**src/core/flash_prot_consts.svh**
```systemverilog
// Offsets, field positions and reset values of the write-protection block.
// Assumes inclusion by the block's module, the host model and the bench only.
// Contract
// The protected legacy region comes from status1 bits 4..2 and config1 bit 5.
// Codes 000..111 pick none, 1/64, 1/32, 1/16, 1/8, 1/4, 1/2, all; select 0 top, 1 bottom.
// Config1 bit 4 locks the registers for good, config1 bit 0 locks them until reset.
// The temporary lock holds until power down, hardware reset or chip-select reset.
// Permanent lock set freezes region, top/bottom and small-sector bits whatever bit 0 says.
// With both lock bits clear the status and configuration registers write normally.
// While configuration is locked the chosen legacy region stays protected.
// The host reads and writes these bits with register transactions, write enable first.
// Each sector can be protected on its own by a volatile and a nonvolatile bit.
// A sector bit of 0 protects the sector and a 1 leaves it open, for both bits.
// Volatile bits change freely; nonvolatile bits are programmed to 0 or erased as a group.
// Persistent mode refuses writes to config1 6,5,4,2, config3 3, options and password.
// A volatile bit governs only a sector whose nonvolatile bit is 1; else it stays protected.
// Program or erase to a protected sector is refused and the array left unchanged.
`ifndef FLASH_PROT_CONSTS_SVH
`define FLASH_PROT_CONSTS_SVH
// ----------------------------------------
// Register offsets (byte addresses)
// ----------------------------------------
`define REG_STATUS1 8'h00
`define REG_CONFIG1 8'h04
`define REG_CONFIG3 8'h08
`define REG_SECT_OPT 8'h0C
`define REG_PWD_LO 8'h10
`define REG_PWD_HI 8'h14
`define REG_WREN_CMD 8'h18
`define REG_SECT_SEL 8'h1C
`define REG_SECT_BITS 8'h20
`define REG_ARRAY_OP 8'h24
`define REG_ARRAY_STAT 8'h28
// ----------------------------------------
// Field positions
// ----------------------------------------
`define ST1_REGION_HI 4
`define ST1_REGION_LO 2
`define ST1_WEL 1
`define CF1_SPLIT 6
`define CF1_TOPBOT 5
`define CF1_PERM 4
`define CF1_SMALL_TB 2
`define CF1_TEMP 0
`define CF3_UNIHYB 3
`define OPT_PERSIST 1
`define SB_VOL 0
`define SB_NV 1
`define SB_PROT 2
`define SB_ERASE_ALL 8
`define OP_ERASE 16
`define AST_GRANT 0
`define AST_REFUSED 1
// ----------------------------------------
// Reset values and region coding
// ----------------------------------------
`define SECT_OPT_RESET 16'hFFFF
`define PWD_RESET 64'hFFFF_FFFF_FFFF_FFFF
`define REGION_NONE 3'h0
`define REGION_ALL 3'h7
`define SECTOR_GRAIN 64
`endif

```
**src/core/flash_prot_pkg.sv**
```systemverilog
// Types shared by the write-protection block and its bench.
// Assumes a 32-bit classic Wishbone bus with byte addresses.
package flash_prot_pkg;
    // ----------------------------------------
    // Bus carriers
    // ----------------------------------------
    typedef struct packed {
        logic cyc;
        logic stb;
        logic we;
        logic [7:0] adr;
        logic [3:0] sel;
        logic [31:0] dat;
    } wbReq_t;
    typedef struct packed {
        logic ack;
        logic [31:0] dat;
    } wbRsp_t;
    // ----------------------------------------
    // Granted array operation
    // ----------------------------------------
    typedef struct packed {
        logic valid;
        logic erase;
        logic [15:0] sector;
    } arrayOp_t;
endpackage

```
**src/core/flash_write_protection_logic.sv**
```systemverilog
// Legacy region and per-sector write protection behind a Wishbone slave.
// Assumes one clock, a reset controller pulsing deviceResetEvent on
// hardware or chip-select reset, and an array engine acting on arrayOp.
`timescale 1ns/1ps
`include "flash_prot_consts.svh"
module flash_write_protection_logic #(
    parameter int SECTORS = 128
) (
    // Clock and reset
    input wire logic core_clk,
    input wire logic reset,
    // Register bus
    input wire flash_prot_pkg::wbReq_t wbReq,
    output flash_prot_pkg::wbRsp_t wbRsp,
    // Hardware or chip-select reset event, one-cycle pulse
    input wire logic deviceResetEvent,
    // Granted program or erase
    output flash_prot_pkg::arrayOp_t arrayOp
);
    localparam int SW = $clog2(SECTORS);

    // ----------------------------------------
    // Elaboration check
    // ----------------------------------------
    generate
        if (SECTORS < `SECTOR_GRAIN || SECTORS > 65536 || (SECTORS & (SECTORS - 1)) != 0) begin
            $error("SECTORS must be a power of two from 64 to 65536");
        end
    endgenerate

    // ----------------------------------------
    // State
    // ----------------------------------------
    logic [2:0] regionField, next_regionField;
    logic topBottom, next_topBottom;
    logic permLock, next_permLock;
    logic tempLock, next_tempLock;
    logic smallSplit, next_smallSplit;
    logic smallTopBottom, next_smallTopBottom;
    logic uniHybrid, next_uniHybrid;
    logic writeEnable, next_writeEnable;
    logic [15:0] sectOptions, next_sectOptions;
    logic [63:0] password, next_password;
    logic [SW-1:0] selSector, next_selSector;
    logic [SECTORS-1:0] volBits, next_volBits;
    logic [SECTORS-1:0] nvBits, next_nvBits;
    logic opGranted, next_opGranted;
    logic opRefused, next_opRefused;
    flash_prot_pkg::wbRsp_t next_wbRsp;
    flash_prot_pkg::arrayOp_t next_arrayOp;

    logic take, wr, cfgLocked, persist;
    logic [31:0] wmask;
    logic [SW:0] regionSize;
    logic [SECTORS-1:0] inRegion, effProt;
    logic [SW-1:0] opSector;

    // Decoded access and lock state
    assign take = wbReq.cyc && wbReq.stb && !wbRsp.ack;
    assign wr = take && wbReq.we;
    assign wmask = {{8{wbReq.sel[3]}}, {8{wbReq.sel[2]}}, {8{wbReq.sel[1]}}, {8{wbReq.sel[0]}}};
    assign cfgLocked = permLock || tempLock;
    assign persist = !sectOptions[`OPT_PERSIST];
    assign opSector = wbReq.dat[SW-1:0];

    // Region size in sectors: SECTORS >> (7 - code), zero for code 0
    always_comb begin
        if (regionField == `REGION_NONE) begin
            regionSize = '0;
        end else begin
            regionSize = (SW + 1)'(SECTORS >> (`REGION_ALL - regionField));
        end
    end

    // ----------------------------------------
    // Per-sector protection
    // ----------------------------------------
    genvar s;
    generate
        for (s = 0; s < SECTORS; s++) begin : g_sector
            // Top select counts down from the last sector, bottom up from zero
            assign inRegion[s] = topBottom ? ((SW + 1)'(s) < regionSize)
                                           : ((SW + 1)'(s) >= (SW + 1)'(SECTORS) - regionSize);
            // Legacy region or nonvolatile 0 wins; otherwise the volatile bit decides
            assign effProt[s] = inRegion[s] || !nvBits[s] || !volBits[s];
        end
    endgenerate

    // ----------------------------------------
    // Next-state logic
    // ----------------------------------------
    always_comb begin
        next_regionField = regionField;
        next_topBottom = topBottom;
        next_permLock = permLock;
        next_tempLock = tempLock;
        next_smallSplit = smallSplit;
        next_smallTopBottom = smallTopBottom;
        next_uniHybrid = uniHybrid;
        next_writeEnable = writeEnable;
        next_sectOptions = sectOptions;
        next_password = password;
        next_selSector = selSector;
        next_volBits = volBits;
        next_nvBits = nvBits;
        next_opGranted = opGranted;
        next_opRefused = opRefused;
        next_arrayOp = '0;
        next_wbRsp.ack = take;
        next_wbRsp.dat = '0;
        // Protected writes still spend the write enable, as a flash would
        if (wr) begin
            unique case (wbReq.adr)
                `REG_WREN_CMD: begin
                    next_writeEnable = 1'b1;
                end
                `REG_SECT_SEL: begin
                    next_selSector = (wmask[SW-1:0] & opSector) | (~wmask[SW-1:0] & selSector);
                end
                `REG_STATUS1: begin
                    next_writeEnable = 1'b0;
                    if (writeEnable && !cfgLocked && wmask[`ST1_REGION_LO]) begin
                        next_regionField = wbReq.dat[`ST1_REGION_HI:`ST1_REGION_LO];
                    end
                end
                `REG_CONFIG1: begin
                    next_writeEnable = 1'b0;
                    if (writeEnable && wmask[0]) begin
                        if (!cfgLocked && !persist) begin
                            next_smallSplit = wbReq.dat[`CF1_SPLIT];
                            next_topBottom = wbReq.dat[`CF1_TOPBOT];
                            next_smallTopBottom = wbReq.dat[`CF1_SMALL_TB];
                        end
                        // Lock bits only ever set from software
                        if (!persist) begin
                            next_permLock = permLock || wbReq.dat[`CF1_PERM];
                        end
                        next_tempLock = tempLock || wbReq.dat[`CF1_TEMP];
                    end
                end
                `REG_CONFIG3: begin
                    next_writeEnable = 1'b0;
                    if (writeEnable && !persist && wmask[0]) begin
                        next_uniHybrid = wbReq.dat[`CF3_UNIHYB];
                    end
                end
                `REG_SECT_OPT: begin
                    next_writeEnable = 1'b0;
                    if (writeEnable && !persist) begin
                        next_sectOptions = (wmask[15:0] & wbReq.dat[15:0])
                                         | (~wmask[15:0] & sectOptions);
                    end
                end
                `REG_PWD_LO: begin
                    next_writeEnable = 1'b0;
                    if (writeEnable && !persist) begin
                        next_password[31:0] = (wmask & wbReq.dat) | (~wmask & password[31:0]);
                    end
                end
                `REG_PWD_HI: begin
                    next_writeEnable = 1'b0;
                    if (writeEnable && !persist) begin
                        next_password[63:32] = (wmask & wbReq.dat) | (~wmask & password[63:32]);
                    end
                end
                `REG_SECT_BITS: begin
                    next_writeEnable = 1'b0;
                    if (writeEnable && wmask[0]) begin
                        next_volBits[selSector] = wbReq.dat[`SB_VOL];
                        if (!wbReq.dat[`SB_NV]) begin
                            next_nvBits[selSector] = 1'b0;
                        end
                    end
                    // Nonvolatile bits erase only as a whole group
                    if (writeEnable && wmask[`SB_ERASE_ALL] && wbReq.dat[`SB_ERASE_ALL]) begin
                        next_nvBits = '1;
                    end
                end
                `REG_ARRAY_OP: begin
                    next_writeEnable = 1'b0;
                    if (writeEnable && !effProt[opSector]) begin
                        next_arrayOp.valid = 1'b1;
                        next_arrayOp.erase = wbReq.dat[`OP_ERASE];
                        next_arrayOp.sector = 16'(opSector);
                        next_opGranted = 1'b1;
                        next_opRefused = 1'b0;
                    end else begin
                        next_opGranted = 1'b0;
                        next_opRefused = 1'b1;
                    end
                end
                default: begin
                end
            endcase
        end
        // Read data; unmapped offsets answer zero
        if (take && !wbReq.we) begin
            unique case (wbReq.adr)
                `REG_STATUS1: begin
                    next_wbRsp.dat[`ST1_REGION_HI:`ST1_REGION_LO] = regionField;
                    next_wbRsp.dat[`ST1_WEL] = writeEnable;
                end
                `REG_CONFIG1: begin
                    next_wbRsp.dat[`CF1_SPLIT] = smallSplit;
                    next_wbRsp.dat[`CF1_TOPBOT] = topBottom;
                    next_wbRsp.dat[`CF1_PERM] = permLock;
                    next_wbRsp.dat[`CF1_SMALL_TB] = smallTopBottom;
                    next_wbRsp.dat[`CF1_TEMP] = tempLock;
                end
                `REG_CONFIG3: next_wbRsp.dat[`CF3_UNIHYB] = uniHybrid;
                `REG_SECT_OPT: next_wbRsp.dat[15:0] = sectOptions;
                `REG_PWD_LO: next_wbRsp.dat = password[31:0];
                `REG_PWD_HI: next_wbRsp.dat = password[63:32];
                `REG_SECT_SEL: next_wbRsp.dat[SW-1:0] = selSector;
                `REG_SECT_BITS: begin
                    next_wbRsp.dat[`SB_VOL] = volBits[selSector];
                    next_wbRsp.dat[`SB_NV] = nvBits[selSector];
                    next_wbRsp.dat[`SB_PROT] = effProt[selSector];
                end
                `REG_ARRAY_STAT: begin
                    next_wbRsp.dat[`AST_GRANT] = opGranted;
                    next_wbRsp.dat[`AST_REFUSED] = opRefused;
                end
                default: begin
                end
            endcase
        end
        // Device reset drops volatile state; it outranks a same-cycle write
        if (deviceResetEvent) begin
            next_tempLock = 1'b0;
            next_writeEnable = 1'b0;
            next_volBits = '1;
        end
    end

    // ----------------------------------------
    // Registers
    // ----------------------------------------
    always_ff @(posedge core_clk) begin
        if (reset) begin
            regionField <= `REGION_NONE;
            topBottom <= 1'b0;
            permLock <= 1'b0;
            tempLock <= 1'b0;
            smallSplit <= 1'b0;
            smallTopBottom <= 1'b0;
            uniHybrid <= 1'b0;
            writeEnable <= 1'b0;
            sectOptions <= `SECT_OPT_RESET;
            password <= `PWD_RESET;
            selSector <= '0;
            volBits <= '1;
            nvBits <= '1;
            opGranted <= 1'b0;
            opRefused <= 1'b0;
            wbRsp <= '0;
            arrayOp <= '0;
        end else begin
            regionField <= next_regionField;
            topBottom <= next_topBottom;
            permLock <= next_permLock;
            tempLock <= next_tempLock;
            smallSplit <= next_smallSplit;
            smallTopBottom <= next_smallTopBottom;
            uniHybrid <= next_uniHybrid;
            writeEnable <= next_writeEnable;
            sectOptions <= next_sectOptions;
            password <= next_password;
            selSector <= next_selSector;
            volBits <= next_volBits;
            nvBits <= next_nvBits;
            opGranted <= next_opGranted;
            opRefused <= next_opRefused;
            wbRsp <= next_wbRsp;
            arrayOp <= next_arrayOp;
        end
    end
endmodule

```
**config.mk**
```make
export PLATFORM = sky130hd
export DESIGN_NAME = flash_write_protection_logic
export DESIGN_NICKNAME = d
export VERILOG_FILES = /design/src/core/flash_prot_pkg.sv /design/src/core/flash_write_protection_logic.sv
export VERILOG_INCLUDE_DIRS = /design/src /design/src/core
export SDC_FILE = /design/constraint.sdc
export NUM_CORES = 1
export LEC_CHECK = 0
export CORE_ASPECT_RATIO = 0.9
export CORE_MARGIN = 8
export CORE_UTILIZATION = 40
export CTS_CLUSTER_DIAMETER = 80
export DETAILED_ROUTE_END_ITERATION = 16
export DONT_BUFFER_PORTS = 1
export GPL_TIMING_DRIVEN = 0
export PLACE_DENSITY = 0.56
export SYNTH_ARGS = -nofsm -noshare
export SYNTH_HDL_FRONTEND = slang
export SYNTH_SLANG_ARGS = --single-unit
```
**constraint.sdc**
```tcl
create_clock -name core_clk -period 3.7 [get_ports core_clk]
set_input_delay 0.37 -clock core_clk [delete_from_list [all_inputs] [get_ports core_clk]]
set_output_delay 0.37 -clock core_clk [all_outputs]
set_load 0.05 [all_outputs]
```
==> impl_metrics.toml <==
[status]
outcome = "complete, but fails checks"
failed_checks = "capacitance limit, setup timing"

[routing]
dr.first_iter.drc_count = 4593
drt-pass1-iter-count = 7
drc_errors = 0
antenna_left = 0
drt-vias-per-instance = 7.17
routed_wl_um = 124000
wl_per_cell_um = 38.1
routed-via-count = 23400

[floorplan]
die_x_um = 248
die_h_um = 225
start_util = 0.405
pin_count = 101
row_count = 76
dieArea_um2 = 55900
core_area_um2 = 47900

[clock_network]
clk_latency_ps = 620
clockRootBuffer = "clkbuf_16"
cts_made_buffers = 44
cts.clk_slew.worst_paths_ps = 60
cts.sinks = 397
htree_levels = 2
cts_tree = "done"
cts_max_path_buffers = 3

[critical_path]
critPathLaunchType = "register"
cp_max_fo = 10
critPathCapture = "wbRsp[1]"
r2r_cells = 8
crit_family = "simple AND/OR/NAND/NOR gates"
cp.required_ps = 4210
worst-path-buf-inv = 1
worst-setup-path-type = "register to register"
rr_endpoint = "wbRsp[1]"
cp_cell_sequence = "clkinv_1 > nor2_1 > nand2_1 > a31oi_1 > a21oi_1 > or4b_1 > nor4_2 > nor4b_1"
worstPathArrival_ps = 4360
cp_num_cells = 8
critPathMaxStageDelay_ps = 910
critPathSlowestCell = "a31oi_1"
r2r_slack_ps = -150
endpoint_kind = "register"

[grt]
grt_pass1_vias = 21000
overflow = 0
antenna_found_initial = 15
grt_usage = 0.427
grt_pass1_wl_um = 167000
grt_max_degree = 20

[timing]
rsz0062_at_grt = "yes"
finalWorstSetupSlack_ps = -150
max_freq_mhz = 260
relSlewSlack = 0.0173
drv_slew = 0
layout_min_cycle_time_ps = 3850
worst_slew_pin_slew_ps = 1460
fin_skew_ps = 36.5
hold_viol = 0
period_share = 1.04
worst_hold_slack_ps = 19.6
finalSetupViolCount = 70

[placed_design]
gp_congestion = 1.15
port_buffers = 0
place_area_um2 = 20300
dp_hpwl_um = 86500

[finish]
area_delta_synth_final_pct = 18.8
final_area_um2 = 23100
fin_util = 0.481
final_nets = 2643
drive_above_1_share = 0.123
fill_cells = 4759

[pwr]
leakage_nw = 8.37
power_density_nw_per_um2 = 422
p_total_mw = 9.73
ir_drop_mv = 0.331

[synthesis]
synth_warnings = 0
seq_area_frac_synth = 0.409
syn_inst = 2465
synth-edff-count = 0
synth_flop_cell = "dfxtp_1"
synthesis.area_um2 = 19400
synth_cell_types = 85
async_reset_ff_frac = 0
ys_seq_elements = 397
syn_avg_cell_area_um2 = 7.88

[run]
maxCapViolations = 1

[worst_hold_path]
min_path_type = "primary input to register"
cell usage after synthesis, types with 19 or more instances:
| cell type | n | share of area |
|---|---|---|
| a221oi_1 | 20 | 0.0090 |
| a22o_1 | 19 | 0.0086 |
| nand4_1 | 31 | 0.010 |
| o211ai_1 | 30 | 0.012 |
| nor2_1 | 115 | 0.022 |
| a31oi_1 | 32 | 0.010 |
| nand3b_1 | 36 | 0.014 |
| nand2_1 | 472 | 0.091 |
| dfxtp_1 | 397 | 0.41 |
| buf_2 | 45 | 0.012 |
| a22oi_1 | 97 | 0.037 |
| mux2i_1 | 19 | 0.0098 |
| nor3_1 | 20 | 0.0052 |
| nor2b_1 | 59 | 0.019 |
| clkbuf_1 | 126 | 0.024 |
| a211o_1 | 54 | 0.024 |
| a21oi_1 | 50 | 0.013 |
| nand3_1 | 261 | 0.067 |
| and3_1 | 25 | 0.0081 |
| o21ai_0 | 287 | 0.074 |
metal layers:
metal / part of all wire / GRT usage
met1: 0.38 / 0.554
met2: 0.38 / 0.557
met3: 0.17 / 0.199
met4: 0.077 / 0.273
met5: 0.00027 / 0
cells in the final DEF, fill, tap and decap left out, types with 24 or more instances in the layout:
master / synthesis / layout
a211o_1: 54 / 54
a21oi_1: 50 / 48
a22oi_1: 97 / 97
a31oi_1: 32 / 32
and3_1: 25 / 24
buf_2: 45 / 40
buf_4: 16 / 55
clkbuf_1: 126 / 99
clkbuf_16: 0 / 45
dfxtp_1: 397 / 396
dlygate4sd3_1: 0 / 32
nand2_1: 472 / 460
nand3_1: 261 / 260
nand3b_1: 36 / 36
nand4_1: 31 / 31
nor2_1: 115 / 107
nor2b_1: 59 / 58
o211ai_1: 30 / 30
o21ai_0: 287 / 287
worst min-delay path, cell delays in order:
cell,delay (ps)
nand2_1,60
o2111ai_1,100
nor4b_1,50
worst min-delay path by stage:
stage	startpoint	endpoint	slack, ps	cells past startpoint
floorplan	opGranted	opGranted	440	2
global placement	deviceResetEvent	tempLock	450	1
detailed placement	deviceResetEvent	tempLock	450	1
CTS	wbReq[41]	wbRsp[1]	4	3
global route	wbReq[41]	wbRsp[1]	30	3
finish	wbReq[41]	wbRsp[1]	20	3
through the flow:
| step | cells | TNS [ps] | worst slack, ps |
|---|---|---|---|
| 6_report | 3258 | -3120 | -150 |
| 5_1_grt | 3252 | -62.0 | -26.2 |
| 4_1_cts | 3220 | -11560 | -273 |
| 3_5_place_dp | 3101 | -153890 | -1410 |
| 3_3_place_gp | 3097 | -223000 | -2060 |
| 2_1_floorplan | 2473 | 0 | 635 |
cell families (layout without fill, tap and decap cells):
group,after synthesis,in the layout,synth area share
simple gates,1089,1089,0.265
compound gates,712,712,0.245
flops,397,397,0.409
buf+inv,220,373,0.0494
mux,44,44,0.0301
fa+ha+maj,1,1,0.000644
other cells,1,17,0.000193
xor+xnor,1,1,0.000451
cell type report:
cell class | instances | area (µm²) | area share
repair buffers | 77 | 713 | 0.0309
clock inverters | 19 | 328 | 0.0142
flip-flops and latches | 397 | 7950 | 0.345
diodes | 8 | 20.0 | 0.000868
inverters | 15 | 67.6 | 0.00293
multi-input cells | 1856 | 10900 | 0.472
clock buffers | 61 | 1260 | 0.0545
plain buffers | 201 | 1060 | 0.0460
well taps | 624 | 781 | 0.0338
power by group:
part           internal, mW  total, mW  switching, mW
Clock                  3.00       4.96           1.96
Sequential             4.27       4.28        0.00265
Combinational         0.114      0.496          0.381
what timing repair did:
| action | in CTS | in global routing |
|---|---|---|
| setup buffers | 9 | 32 |
| hold buffers | 32 | 0 |
| hold endpoints to repair | 66 | 0 |
| gates resized for setup | 109 | 58 |
| setup endpoints to repair | 237 | 170 |
| pin swaps | 14 | 16 |
No activity file was read; power rests on OpenSTA's default activity.
